$ cat config.mk
export PLATFORM = sky130hd
export DESIGN_NAME = cscce_top
export DESIGN_NICKNAME = d
export VERILOG_FILES = /design/src/include/cscce_pkg.sv /design/src/hw/cscce_strap_latch.sv /design/src/hw/cscce_scan_chains.sv /design/src/hw/cscce_top.sv
export SDC_FILE = /design/constraint.sdc
export NUM_CORES = 1
export LEC_CHECK = 0
export ABC_AREA = 0
export ABC_CLOCK_PERIOD_IN_PS = 1700
export BUFFER_PORTS_ARGS = -buffer_cell sky130_fd_sc_hd__buf_2
export CORE_MARGIN = 1.5
export CORE_UTILIZATION = 52
export CTS_CLUSTER_SIZE = 20
export DETAILED_ROUTE_END_ITERATION = 8
export MAX_ROUTING_LAYER = met4
export PLACE_DENSITY = 0.79
export SLEW_MARGIN = 20
export SYNTH_ARGS = -nofsm -noshare
export SYNTH_HDL_FRONTEND = slang
export SYNTH_SLANG_ARGS = --single-unit
$ cat constraint.sdc
create_clock -name clk_sys -period 1.7 [get_ports clk_sys]
set_input_delay 0.34 -clock clk_sys [delete_from_list [all_inputs] [get_ports clk_sys]]
set_output_delay 0.34 -clock clk_sys [all_outputs]
set_load 0.1 [all_outputs]
$ cat src/include/cscce_pkg.sv
/*
 * shared constants for the core static configuration and bus clock-enable block:
 * register offsets, field positions, reset values and scan chain geometry.
 * assumes a single 20 MHz system clock and a synchronous active-high reset.
 */
package cscce_pkg;

    // register byte offsets on the avalon slave
    localparam logic [4:0] CSCCE_OFS_CONFIG = 5'h00;
    localparam logic [4:0] CSCCE_OFS_VBASE = 5'h04;
    localparam logic [4:0] CSCCE_OFS_CONTROL = 5'h08;
    localparam logic [4:0] CSCCE_OFS_INT_STAT = 5'h0c;
    localparam logic [4:0] CSCCE_OFS_BUS_WDATA = 5'h10;
    localparam logic [4:0] CSCCE_OFS_BUS_RDATA = 5'h14;

    // config register fields
    localparam int CSCCE_CFG_RAM_EN_BIT = 0;
    localparam int CSCCE_CFG_HIVEC_BIT = 1;
    localparam int CSCCE_CFG_BIGEND_BIT = 2;

    // control register fields
    localparam int CSCCE_CTL_BIGEND_BIT = 0;
    localparam int CSCCE_CTL_IRQ_EN_BIT = 1;
    localparam int CSCCE_CTL_FIQ_EN_BIT = 2;
    localparam int CSCCE_CTL_WIDTH = 3;
    localparam logic [2:0] CSCCE_CTL_RESET = 3'h0;

    // interrupt status fields
    localparam int CSCCE_IST_FIQ_BIT = 0;
    localparam int CSCCE_IST_IRQ_BIT = 1;

    // exception vector bases
    localparam logic [31:0] CSCCE_VBASE_LOW = 32'h0000_0000;
    localparam logic [31:0] CSCCE_VBASE_HIGH = 32'hffff_0000;

    // system bus word reset value
    localparam logic [31:0] CSCCE_BUS_RESET = 32'h0000_0000;

    // scan chain geometry
    localparam int CSCCE_SCAN_CHAINS = 4;
    localparam int CSCCE_SCAN_LEN = 8;

endpackage

$ cat src/hw/cscce_strap_latch.sv
/*
 * strap capture: holds the ram-enable and high-vector straps as seen during reset.
 * assumes straps are synchronous to clk_sys and settled while rst is high.
 */
`timescale 1ns/1ps
module cscce_strap_latch (
    // clock and reset
    input wire logic clk_sys,
    input wire logic rst,
    // straps
    input wire logic ram_enable_strap,
    input wire logic high_vector_strap,
    // captured configuration
    output logic ram_enable,
    output logic high_vector
);
    import cscce_pkg::*;

    logic ram_en_d;
    logic ram_en_q;
    logic hivec_d;
    logic hivec_q;

    always_comb begin
        ram_en_d = ram_en_q;
        hivec_d = hivec_q;
        // RULE_07: capture only in reset
        // RULE_09: vector strap held after reset
        if (rst) begin
            ram_en_d = ram_enable_strap;
            hivec_d = high_vector_strap;
        end
    end

    always_ff @(posedge clk_sys) begin
        ram_en_q <= ram_en_d;
        hivec_q <= hivec_d;
    end

    // RULE_06: both rams follow strap
    assign ram_enable = ram_en_q;
    assign high_vector = hivec_q;
endmodule

$ cat src/hw/cscce_scan_chains.sv
/*
 * four independent serial scan chains, each a shift register of fixed length.
 * assumes scan inputs are synchronous to clk_sys; shifting only while enabled.
 */
`timescale 1ns/1ps
module cscce_scan_chains (
    // clock and reset
    input wire logic clk_sys,
    input wire logic rst,
    // scan control
    input wire logic shift_en,
    input wire logic [cscce_pkg::CSCCE_SCAN_CHAINS-1:0] scan_in,
    // serial outputs
    output logic [cscce_pkg::CSCCE_SCAN_CHAINS-1:0] scan_out
);
    import cscce_pkg::*;

    logic [CSCCE_SCAN_LEN-1:0] chain_d [CSCCE_SCAN_CHAINS];
    logic [CSCCE_SCAN_LEN-1:0] chain_q [CSCCE_SCAN_CHAINS];

    always_comb begin
        for (int i = 0; i < CSCCE_SCAN_CHAINS; i++) begin
            chain_d[i] = chain_q[i];
            // RULE_13: each chain shifts on its own
            if (rst) begin
                chain_d[i] = '0;
            end else if (shift_en) begin
                chain_d[i] = {chain_q[i][CSCCE_SCAN_LEN-2:0], scan_in[i]};
            end
        end
    end

    always_ff @(posedge clk_sys) begin
        for (int i = 0; i < CSCCE_SCAN_CHAINS; i++) begin
            chain_q[i] <= chain_d[i];
        end
    end

    always_comb begin
        for (int i = 0; i < CSCCE_SCAN_CHAINS; i++) begin
            scan_out[i] = chain_q[i][CSCCE_SCAN_LEN-1];
        end
    end
endmodule

$ cat src/hw/cscce_top.sv
/*
 * core static configuration and bus clock-enable block: strap capture, vector base,
 * endian indicator, active-low interrupt inputs, a qualified system-bus word stage,
 * scan chains and an avalon-mm slave with waitrequest for software access.
 * assumes every input is synchronous to clk_sys and the qualifier is a one-cycle pulse.
 */
// Implementation choices: the Avalon-MM interface to the registers and the register addresses.
//
// Function
// RULE_01: the system pulses the bus clock qualifier high for one core clock per slow bus clock edge.
// RULE_02: system-bus outputs of the block change only on a core clock edge where the qualifier is high; reset here clears them on any edge.
// RULE_03: the block keeps working when the core clock is held high or low for a long time.
// RULE_04: both interrupt inputs are active low, a low level meaning a request.
// RULE_05: the interrupt sources drive both request inputs synchronously to the core clock.
// RULE_06: a high ram-enable strap leaves reset with both rams enabled, a low one with both disabled.
// RULE_07: the ram-enable strap is captured only during reset and later changes are ignored.
// RULE_08: the vector base is 0x00000000 for a low high-vector strap and 0xffff0000 for a high one.
// RULE_09: the high-vector strap is sampled only during reset and the resulting base is held.
// RULE_10: the endian indicator is high in big-endian operation and low in little-endian.
// RULE_11: the system keeps the endian setting fixed from reset or changes it by a careful software sequence.
// RULE_12: while scan enable is high the block shifts scan data instead of operating functionally.
// RULE_13: there are four independent scan chains 0 to 3, each with its own input and output.
// RULE_14: system-bus inputs are sampled only on qualified edges and bus state holds otherwise; reset here clears the bus state on any edge.
`timescale 1ns/1ps
module cscce_top (
    // clock and reset
    input wire logic clk_sys,
    input wire logic rst,
    // avalon-mm slave
    input wire logic [4:0] avs_address,
    input wire logic avs_read,
    input wire logic avs_write,
    input wire logic [31:0] avs_writedata,
    input wire logic [3:0] avs_byteenable,
    output logic [31:0] avs_readdata,
    output logic avs_waitrequest,
    // system bus side
    input wire logic bus_clock_qualifier,
    input wire logic [31:0] bus_in_data,
    output logic [31:0] bus_out_data,
    // interrupts
    input wire logic fast_int_req_n,
    input wire logic normal_int_req_n,
    output logic fiq_request,
    output logic irq_request,
    // static configuration
    input wire logic ram_enable_strap,
    input wire logic high_vector_strap,
    output logic iram_enable,
    output logic dram_enable,
    output logic [31:0] vector_base,
    output logic endian_indicator,
    // scan
    input wire logic scan_shift_enable,
    input wire logic scan_in_0,
    input wire logic scan_in_1,
    input wire logic scan_in_2,
    input wire logic scan_in_3,
    output logic scan_out_0,
    output logic scan_out_1,
    output logic scan_out_2,
    output logic scan_out_3
);
    import cscce_pkg::*;

    // byte-lane merge of a write into a held word
    function automatic logic [31:0] cscce_merge(input logic [31:0] old_v, input logic [31:0] new_v,
                                                input logic [3:0] be);
        logic [31:0] r;
        r = old_v;
        for (int b = 0; b < 4; b++) begin
            if (be[b]) begin
                r[b*8 +: 8] = new_v[b*8 +: 8];
            end
        end
        return r;
    endfunction

    // word offset of a byte address
    function automatic logic [4:0] cscce_word_ofs(input logic [4:0] a);
        return {a[4:2], 2'b00};
    endfunction

    logic strap_ram_en;
    logic strap_hivec;
    logic [CSCCE_SCAN_CHAINS-1:0] scan_out_w;

    logic ack_d;
    logic ack_q;
    logic [31:0] rdata_d;
    logic [31:0] rdata_q;
    logic [CSCCE_CTL_WIDTH-1:0] ctl_d;
    logic [CSCCE_CTL_WIDTH-1:0] ctl_q;
    logic [31:0] bus_wdata_d;
    logic [31:0] bus_wdata_q;
    logic [31:0] bus_out_d;
    logic [31:0] bus_out_q;
    logic [31:0] bus_in_d;
    logic [31:0] bus_in_q;
    logic fiq_d;
    logic fiq_q;
    logic irq_d;
    logic irq_q;
    logic fiq_out_d;
    logic fiq_out_q;
    logic irq_out_d;
    logic irq_out_q;
    logic [31:0] vbase_d;
    logic [31:0] vbase_q;
    logic endian_d;
    logic endian_q;
    logic ramen_d;
    logic ramen_q;

    logic func_en;
    logic wr_take;
    logic [4:0] word_ofs;

    cscce_strap_latch u_strap (
        .clk_sys(clk_sys),
        .rst(rst),
        .ram_enable_strap(ram_enable_strap),
        .high_vector_strap(high_vector_strap),
        .ram_enable(strap_ram_en),
        .high_vector(strap_hivec)
    );

    // RULE_13: four chains, own pins
    cscce_scan_chains u_scan (
        .clk_sys(clk_sys),
        .rst(rst),
        .shift_en(scan_shift_enable),
        .scan_in({scan_in_3, scan_in_2, scan_in_1, scan_in_0}),
        .scan_out(scan_out_w)
    );

    // RULE_12: functional state frozen during scan
    assign func_en = ~scan_shift_enable;
    // scan rising in an answer cycle drops that write
    assign wr_take = ack_q & avs_write & func_en;
    assign word_ofs = cscce_word_ofs(avs_address);

    // avalon slave: one wait cycle, answer on the second edge
    always_comb begin
        ack_d = 1'b0;
        rdata_d = rdata_q;
        if (rst) begin
            rdata_d = '0;
        end else if ((avs_read | avs_write) & ~ack_q & func_en) begin
            ack_d = 1'b1;
            rdata_d = '0;
            if (avs_read) begin
                unique case (word_ofs)
                    CSCCE_OFS_CONFIG: begin
                        rdata_d[CSCCE_CFG_RAM_EN_BIT] = ramen_q;
                        rdata_d[CSCCE_CFG_HIVEC_BIT] = strap_hivec;
                        rdata_d[CSCCE_CFG_BIGEND_BIT] = endian_q;
                    end
                    CSCCE_OFS_VBASE: begin
                        rdata_d = vbase_q;
                    end
                    CSCCE_OFS_CONTROL: begin
                        rdata_d[CSCCE_CTL_WIDTH-1:0] = ctl_q;
                    end
                    CSCCE_OFS_INT_STAT: begin
                        rdata_d[CSCCE_IST_FIQ_BIT] = fiq_q;
                        rdata_d[CSCCE_IST_IRQ_BIT] = irq_q;
                    end
                    CSCCE_OFS_BUS_WDATA: begin
                        rdata_d = bus_wdata_q;
                    end
                    CSCCE_OFS_BUS_RDATA: begin
                        rdata_d = bus_in_q;
                    end
                    default: begin
                        rdata_d = '0;
                    end
                endcase
            end
        end
    end

    always_ff @(posedge clk_sys) begin
        ack_q <= ack_d;
        rdata_q <= rdata_d;
    end

    // software registers
    always_comb begin
        logic [31:0] ctl_word;
        ctl_word = '0;
        ctl_word[CSCCE_CTL_WIDTH-1:0] = ctl_q;
        ctl_d = ctl_q;
        bus_wdata_d = bus_wdata_q;
        if (rst) begin
            ctl_d = CSCCE_CTL_RESET;
            bus_wdata_d = CSCCE_BUS_RESET;
        end else if (wr_take) begin
            if (word_ofs == CSCCE_OFS_CONTROL) begin
                ctl_word = cscce_merge(ctl_word, avs_writedata, avs_byteenable);
                ctl_d = ctl_word[CSCCE_CTL_WIDTH-1:0];
            end
            if (word_ofs == CSCCE_OFS_BUS_WDATA) begin
                bus_wdata_d = cscce_merge(bus_wdata_q, avs_writedata, avs_byteenable);
            end
        end
    end

    always_ff @(posedge clk_sys) begin
        ctl_q <= ctl_d;
        bus_wdata_q <= bus_wdata_d;
    end

    // qualified system-bus stage
    always_comb begin
        bus_out_d = bus_out_q;
        bus_in_d = bus_in_q;
        if (rst) begin
            // reset clears the word off a qualified edge
            bus_out_d = CSCCE_BUS_RESET;
            bus_in_d = CSCCE_BUS_RESET;
        end else if (bus_clock_qualifier & func_en) begin
            // RULE_01: one pulse per slow bus edge
            // RULE_02: outputs move on qualified edge
            bus_out_d = bus_wdata_q;
            // RULE_14: inputs sampled when qualified
            bus_in_d = bus_in_data;
        end
    end

    always_ff @(posedge clk_sys) begin
        bus_out_q <= bus_out_d;
        bus_in_q <= bus_in_d;
    end

    // interrupt inputs
    always_comb begin
        fiq_d = fiq_q;
        irq_d = irq_q;
        fiq_out_d = fiq_out_q;
        irq_out_d = irq_out_q;
        if (rst) begin
            fiq_d = 1'b0;
            irq_d = 1'b0;
            fiq_out_d = 1'b0;
            irq_out_d = 1'b0;
        end else if (func_en) begin
            // RULE_05: inputs used without synchroniser
            // RULE_04: low level is a request
            fiq_d = ~fast_int_req_n;
            irq_d = ~normal_int_req_n;
            // no latching: a request drops on the first clock edge after its pin rises
            fiq_out_d = ~fast_int_req_n & ctl_q[CSCCE_CTL_FIQ_EN_BIT];
            irq_out_d = ~normal_int_req_n & ctl_q[CSCCE_CTL_IRQ_EN_BIT];
        end
    end

    // RULE_03: purely edge driven, no timers
    always_ff @(posedge clk_sys) begin
        fiq_q <= fiq_d;
        irq_q <= irq_d;
        fiq_out_q <= fiq_out_d;
        irq_out_q <= irq_out_d;
    end

    // configuration outputs
    always_comb begin
        vbase_d = vbase_q;
        endian_d = endian_q;
        ramen_d = ramen_q;
        if (rst) begin
            vbase_d = CSCCE_VBASE_LOW;
            endian_d = 1'b0;
            ramen_d = 1'b0;
        end else if (func_en) begin
            // RULE_08: base from captured strap
            vbase_d = strap_hivec ? CSCCE_VBASE_HIGH : CSCCE_VBASE_LOW;
            // RULE_10: indicator high when big-endian
            // RULE_11: software owns the endian change
            endian_d = ctl_q[CSCCE_CTL_BIGEND_BIT];
            // RULE_06: rams follow captured strap
            ramen_d = strap_ram_en;
        end
    end

    // base and ram enables only move in reset and at reset release
    always_ff @(posedge clk_sys) begin
        vbase_q <= vbase_d;
        endian_q <= endian_d;
        ramen_q <= ramen_d;
    end

    assign avs_readdata = rdata_q;
    assign avs_waitrequest = ~ack_q;
    assign bus_out_data = bus_out_q;
    assign fiq_request = fiq_out_q;
    assign irq_request = irq_out_q;
    assign iram_enable = ramen_q;
    assign dram_enable = ramen_q;
    assign vector_base = vbase_q;
    assign endian_indicator = endian_q;
    assign scan_out_0 = scan_out_w[0];
    assign scan_out_1 = scan_out_w[1];
    assign scan_out_2 = scan_out_w[2];
    assign scan_out_3 = scan_out_w[3];
endmodule

==> results of run 1 <==
routing by layer:
layer | track usage | up-vias | wire length [um]
met4 | 0.0945 | 0 | 324
li1 | - | 2893 | -
met1 | 0.313 | 2774 | 7760
met3 | 0.0518 | 26 | 1120
met5 | - | - | 0
met2 | 0.392 | 229 | 8320
registers in the layout, summed over array words and instances, names as in the netlist, 3 cells and up:
name and cells:
avs_readdata 32, bus_wdata_q 32, ctl_q 3, bus_out_data 32, u_scan.chain_q 32, bus_in_q 32
kinds of logic after synthesis:
group,synth area share
compound gates,0.124
flops,0.490
simple gates,0.163
buf+inv,0.0712
mux,0.152
other cells,0.000527
power by group:
group	total (mW)	switching (mW)	internal (mW)
clock	3.57	1.53	2.04
sequential	4.16	0.0348	4.12
combinational	1.14	0.790	0.346
critical path, stage by stage, from the launching register on:
cell and delay, ns:
dfxtp_1 0.36, inv_1 0.07, buf_2 0.43
path summary, 6_finish.rpt:
check,to,cells after the start,from,slack [ns]
setup reg to reg,bus_wdata_q[25]$_SDFFE_PP0P_,5,ack_q$_SDFF_PP0_,0.13
setup / recovery,avs_waitrequest,2,ack_q$_SDFF_PP0_,0.07
hold reg to reg,bus_out_data[4]$_SDFFE_PP0P_,2,bus_out_data[4]$_SDFFE_PP0P_,0.45
hold / removal,u_strap.high_vector$_DFFE_PP_,1,high_vector_strap,0.09
Yosys cell counts, types with 2 or more instances:
cell type / number
a21oi_1: 83
a22oi_1: 16
a311oi_1: 2
a32oi_1: 2
buf_1: 12
buf_2: 12
buf_4: 32
clkbuf_1: 37
dfxtp_1: 171
edfxtp_1: 2
inv_1: 2
mux2_2: 34
mux2i_1: 70
nand2_1: 197
nand3_1: 13
nor2_1: 44
nor2b_1: 4
nor3b_1: 2
nor4bb_1: 5
o21ai_0: 15
o2bb2ai_1: 7
o2bb2ai_2: 10
repair_timing:
item,in CTS,in global routing
resized for setup,0,0
buffers inserted,0,1
setup endpoints to repair,0,12
hold endpoints to repair,0,0
per-stage QoR:
step	hold slack (ns)	setup TNS, ns	setup WS (ns)	total power, mW	utilization
floorplan	0.432	0	0.134	5.07	-
global placement	0.438	-0.0890	-0.0140	5.37	0.625
detailed placement	0.442	-1.50	-0.0639	5.38	0.625
CTS	0.0748	0	0.0266	8.90	0.665
global route	0.0693	0	0.0401	9.15	0.666
finish	0.0873	0	0.0748	8.86	0.666
cell type report:
class	count	area (um^2)	share of cell area
multi-input cells	533	3220	0.364
clock inverters	7	67.6	0.00763
clock buffers	24	462	0.0522
repair buffers	203	1380	0.156
flip-flops and latches	173	3490	0.394
diodes	1	2.50	0.000283
inverters	3	11.3	0.00127
well taps	176	220	0.0249
==> summary.md, run 1 <==
| Metric | Value |
|---|---|
| Status | completed |
| Clk slew on worst S/H paths | 0.06 ns |
| Min-delay worst type | in2reg |
| Core Rows | 42 |
| Netlist Area Pre-Place | 7110 um^2 |
| Final cell count without fillers | 1,120 |
| CTS Hold Bufs | 0 |
| Die Width | 120 um |
| Root buf cell | clkbuf_16 |
| Register bit total from synthesis | 173 |
| Number of global-route vias before repair | 5,498 |
| Static Leak | 3.73 nW |
| Worst Path Max Fanout | 5 |
| Critical path class | reg2out |
| Final min period | 1.63 ns |
| First-pass GRT wire length | 27.5 mm |
| Max_slew headroom | 0.564 |
| Number of synthesized flops with an enable pin | 2 |
| RSZ-0062 raised after global routing | false |
| Final Max Tran Viols | 0 |
| Core Region | 13,300 um^2 |
| Most frequent cells in the layout | nand2_1, dfxtp_1, buf_2, a21oi_1, mux2i_1 |
| First-pass detailed-route iteration total | 5 |
| Via Count | 5,922 |
| Routed Antenna Nets | 0 |
| Sequential share of the synthesized area | 0.490 |
| Antenna violations before repair | 1 |
| Fill cell count | 1,083 |
| Overflow after GRT | 0 |
| Clk sinks | 173 |
| Clk_skew | 0.00719 ns |
| Final Net Count | 1,018 |
| DP Area | 8310 um^2 |
| Yosys warns | 0 |
| CTS Buf Count | 17 |
| Setup-failing EPs final | 0 |
| Max Freq | 0.615 GHz |
| Tcrit/Tclk final | 0.956 |
| Peak VDD IR | 0.000765 V |
| Post-Synthesis Cells | 788 |
| Starting Density | 0.535 |
| Post-DR wirelength/cell | 15.6 um |
| Most common cell after layout, fill and taps aside | nand2_1 |
| Die footprint | 14,400 um^2 |
| Maxcap violations | 0 |
| Cells after DPL | 1,087 |
| Cell type with the highest aggregate area in the netlist | dfxtp_1 |
| Final WL | 17.5 mm |
| Hpwl dp | 11.5 mm |
| Synth async-reset ratio | 0 |
| Post-Syn Area per Cell | 9.03 um^2 |
| Vias per cell | 5.29 |
| Num ports | 193 |
| Final routed DRC violation total | 0 |
| Finished layout cell area | 8850 um^2 |
| Die H | 120 um |
| I/O Buffers | 174 |
| Worst EP arrival | 1.29 ns |
| GP Congestion | 0.863 |
| Power Density | 1000 nW/um^2 |
| Share of Yosys cell area claimed by the top area cell type | 0.481 |
| Yosys cell types | 38 |
| Synth Flop Type | dfxtp_1 |
| Clock Latency Late Sink | 0.42 ns |
| Pin count of the biggest net entering global routing | 62 |
| Critical path capture point type | output pin |
| Clock buffer depth | 2 |
| Hold Vio Cnt, Final | 0 |
| GRT Util Overall | 0.248 |
| P&R area growth vs syn | 24.4% |
| CTS tree | built |
| Top cells by area, synth | dfxtp_1, nand2_1, mux2i_1 |
| Share of layout cells above drive strength 1 | 0.301 |
| Slew of the pin with the lowest slew margin | 0.654 ns |
| Initial DRC count | 444 |
| CP Launch Type | flip-flop |
| Worst Path Required | 1.36 ns |
| # H-tree levels | 4 |
No activity file was read; power rests on OpenSTA's default activity.
==> inputs of run 2 (changes only) <==
--- a/config.mk
+++ b/config.mk
@@ -8,13 +8,17 @@
 export ABC_AREA = 0
 export ABC_CLOCK_PERIOD_IN_PS = 1700
 export BUFFER_PORTS_ARGS = -buffer_cell sky130_fd_sc_hd__buf_2
+export CELL_PAD_IN_SITES_DETAIL_PLACEMENT = 0
+export CELL_PAD_IN_SITES_GLOBAL_PLACEMENT = 1
 export CORE_MARGIN = 1.5
-export CORE_UTILIZATION = 52
+export CORE_UTILIZATION = 39
 export CTS_CLUSTER_SIZE = 20
 export DETAILED_ROUTE_END_ITERATION = 8
 export MAX_ROUTING_LAYER = met4
-export PLACE_DENSITY = 0.79
+export PLACE_DENSITY_LB_ADDON = 0.1
+export REMOVE_ABC_BUFFERS = 1
 export SLEW_MARGIN = 20
 export SYNTH_ARGS = -nofsm -noshare
 export SYNTH_HDL_FRONTEND = slang
+export SYNTH_HIERARCHICAL = 1
 export SYNTH_SLANG_ARGS = --single-unit
==> summary.md, run 2 <==
| Metric | Value |
|---|---|
| Post-Synthesis Cells | 729 (-7.5%) |
| I/O Buffers | 174 (unchanged) |
| Max Freq | 0.630 GHz (+2.3%) |
| Final min period | 1.59 ns (-0.0371 ns) |
| Peak VDD IR | 0.000663 V (-13%) |
| Min-delay worst type | in2reg |
| Clk sinks | 173 (unchanged) |
| # H-tree levels | 4 (unchanged) |
| Via Count | 5,400 (-8.8%) |
| Critical path capture point type | output pin |
| Synth Flop Type | dfxtp_1 |
| Reg2Reg Setup Slack | 0.30 ns (+0.17 ns) |
| Clk slew on worst S/H paths | 0.06 ns (about the same) |
| Setup-failing EPs final | 0 (unchanged) |
| TNS Setup | 0 ns (unchanged) |
| Final Net Count | 959 (-5.8%) |
| RSZ-0062 raised after global routing | false |
| Slew of the pin with the lowest slew margin | 0.770 ns (+0.116 ns) |
| Share of Yosys cell area claimed by the top area cell type | 0.489 (+0.00800) |
| Worst Path Required | 1.36 ns (about the same) |
| Die Width | 137 um (+14%) |
| Share of layout cells above drive strength 1 | 0.303 (+0.00200) |
| Num ports | 193 (unchanged) |
| Final Max Tran Viols | 0 (unchanged) |
| Place WS | -0.00849 ns (+0.0555 ns) |
| Root buf cell | clkbuf_16 |
| Hpwl dp | 11.6 mm (+0.78%) |
| Most common cell after layout, fill and taps aside | dfxtp_1 |
| Slowest CP cell | buf_2 |
| Yosys warns | 6 (+6) |
| Number of global-route vias before repair | 5,273 (-4.1%) |
| Top cells by area, synth | dfxtp_1, mux2i_1, nand2_1 |
| Synth async-reset ratio | 0 (unchanged) |
| Family with the most delay on the worst path | buffers and inverters |
| GRT Util Overall | 0.191 (-0.0566) |
| Critical R2R Capture | bus_wdata_q[29]$_SDFFE_PP0P_ |
| Power share of the clock group | 0.426 (+0.023) |
| CP Launch Type | flip-flop |
| Worst EP arrival | 1.25 ns (-0.04 ns) |
| Initial DRC count | 233 (-48%) |
| Yosys cell types | 41 (+7.9%) |
| Routed Antenna Nets | 0 (unchanged) |
| P&R area growth vs syn | 24.8% |
| Worst setup margin | 0.112 ns (+0.0371 ns) |
| Status | completed |
| Netlist Area Pre-Place | 7000 um^2 (-1.6%) |
| CTS tree | built |
| CTS Buf Count | 17 (unchanged) |
| Critical path class | reg2out |
| Die footprint | 18,800 um^2 (+30%) |
| CP peak stage delay | 0.43 ns (about the same) |
| Antenna violations before repair | 1 (unchanged) |
| First-pass GRT wire length | 26.9 mm (-2.2%) |
| Most frequent cells in the layout | dfxtp_1, buf_2, nand2_1, a21oi_1, nor2_1 |
| Worst r2r path cells | 5 (unchanged) |
| Crit-path cells | inv_1 -> buf_2 |
| Clock buffer depth | 2 (unchanged) |
| Switch Pwr | 2.34 mW (-0.40%) |
| Static Leak | 3.95 nW (+5.9%) |
| Sequential Power Share | 0.456 (-0.013) |
| Combinational share of power | 0.118 (-0.010) |
| Starting Density | 0.402 (-0.133) |
| Core Region | 17,400 um^2 (+31%) |
| Register bit total from synthesis | 173 (unchanged) |
| Max_slew headroom | 0.487 (-0.0773) |
| Worst hold start | ram_enable_strap |
| Vias per cell | 4.86 (-8.0%) |
| Hold Vio Cnt, Final | 0 (unchanged) |
| Sequential share of the synthesized area | 0.498 (+0.00814) |
| Post-DR wirelength/cell | 15.4 um (-1.4%) |
| First-pass detailed-route iteration total | 5 (unchanged) |
| Count leader, synth | dfxtp_1 |
| Net Sw Frac | 0.257 (-0.00823) |
| Clock Latency Late Sink | 0.41 ns (about the same) |
| Worst Path Max Fanout | 4 (-1) |
| Final WL | 17.1 mm (-2.3%) |
| Finished Core Util | 0.501 (-0.164) |
| Core Rows | 48 (+14%) |
| Power Density | 1040 nW/um^2 (+4.2%) |
| Post-synth top cells | dfxtp_1, nand2_1, a21oi_1 |
| Hold WS | 0.103 ns (+0.0154 ns) |
| CP bufs+invs | 2 (unchanged) |
| Reg-to-reg startpoint | ack_q$_SDFF_PP0_ |
| Min-Delay Path Depth | 1 (unchanged) |
| Internal power | 6.77 mW (+3.9%) |
| Cell type with the highest aggregate area in the netlist | dfxtp_1 |
| Die H | 137 um (+14%) |
| Maxcap violations | 0 (unchanged) |
| Overflow after GRT | 0 (unchanged) |
| Clk_skew | 0.00704 ns (-0.000151 ns) |
| Post-CTS setup buffers | 0 (unchanged) |
| Hold Path End | u_strap/ram_enable$_DFFE_PP_ |
| Post-Syn Area per Cell | 9.60 um^2 (+6.3%) |
| Pin count of the biggest net entering global routing | 86 (+39%) |
| Tcrit/Tclk final | 0.934 (-0.0218) |
| GP Congestion | 0.812 (-6.0%) |
| Number of synthesized flops with an enable pin | 2 (unchanged) |
| Final routed DRC violation total | 0 (unchanged) |
run 2: worst max-delay path by stage:
stage,startpoint,end,slack (ns),depth (start not counted)
floorplan,vector_base[30]$_SDFFE_PP0N_,avs_readdata[16]$_SDFFE_PP0P_,-10.62,3
finish,ack_q$_SDFF_PP0_,avs_waitrequest,0.11,2
global route,ack_q$_SDFF_PP0_,avs_waitrequest,0.05,2
global placement,scan_shift_enable,avs_readdata[1]$_SDFFE_PP0P_,-0.04,5
CTS,ack_q$_SDFF_PP0_,avs_readdata[1]$_SDFFE_PP0P_,0.04,4
detailed placement,scan_shift_enable,avs_readdata[1]$_SDFFE_PP0P_,-0.008,5
run 2: worst register-to-register path, cell delays in order (launching register included):
cell and delay (ns):
dfxtp_1 0.41, and4bb_1 0.27, buf_12 0.15, nand3_4 0.18
mux2i_1 0.22, nor2_1 0.06
run 2: final cells by class:
cell class	count	area, um^2
fill	1696	8680
sequential	173	3480
multi-input combinational	484	3010
timing repair buffer	194	1350
clock buffer	22	485
tap	225	282
clock inverter	9	110
inverter	2	7.51
antenna	1	2.50
run 2: logic make-up after synthesis:
logic type	share of synthesized area
other	0.000536
DFF	0.498
AOI/OAI and AO/OA	0.114
buffers and inverters	0.0823
and+or+nand+nor	0.152
muxes	0.153
run 2: per-layer routing:
metal | global-route usage | wire length, um | share of wire
met1 | 0.236 | 7620 | 0.45
met4 | 0.0632 | 132 | 0.0077
met3 | 0.0407 | 889 | 0.052
met2 | 0.312 | 8470 | 0.50
met5 | - | 0 | 0
run 2: metrics by stage:
stage,instances,cell area [um^2],power [mW]
after global placement,1078,8130,5.32
after global routing,1110,8730,9.46
final,1110,8730,9.11
after detailed placement,1078,8130,5.33
after floorplan,659,6480,4.85
after CTS,1109,8730,9.23
run 2: power by group through the flow:
| stage | sequential (mW) | clock (mW) | combinational [mW] |
|---|---|---|---|
| after floorplan | 4.48 | 0 | 0.367 |
| after global placement | 4.24 | 0 | 1.07 |
| after detailed placement | 4.25 | 0 | 1.08 |
| after CTS | 4.16 | 3.99 | 1.08 |
| after global routing | 4.16 | 4.16 | 1.14 |
| final | 4.16 | 3.88 | 1.08 |
run 2: what timing repair did:
| action | 4_1_cts | 5_1_grt |
|---|---|---|
| endpoints found under the setup margin | 0 | 19 |
| hold buffers | 0 | 0 |
| resized for setup | 0 | 1 |
| hold endpoints to repair | 0 | 0 |
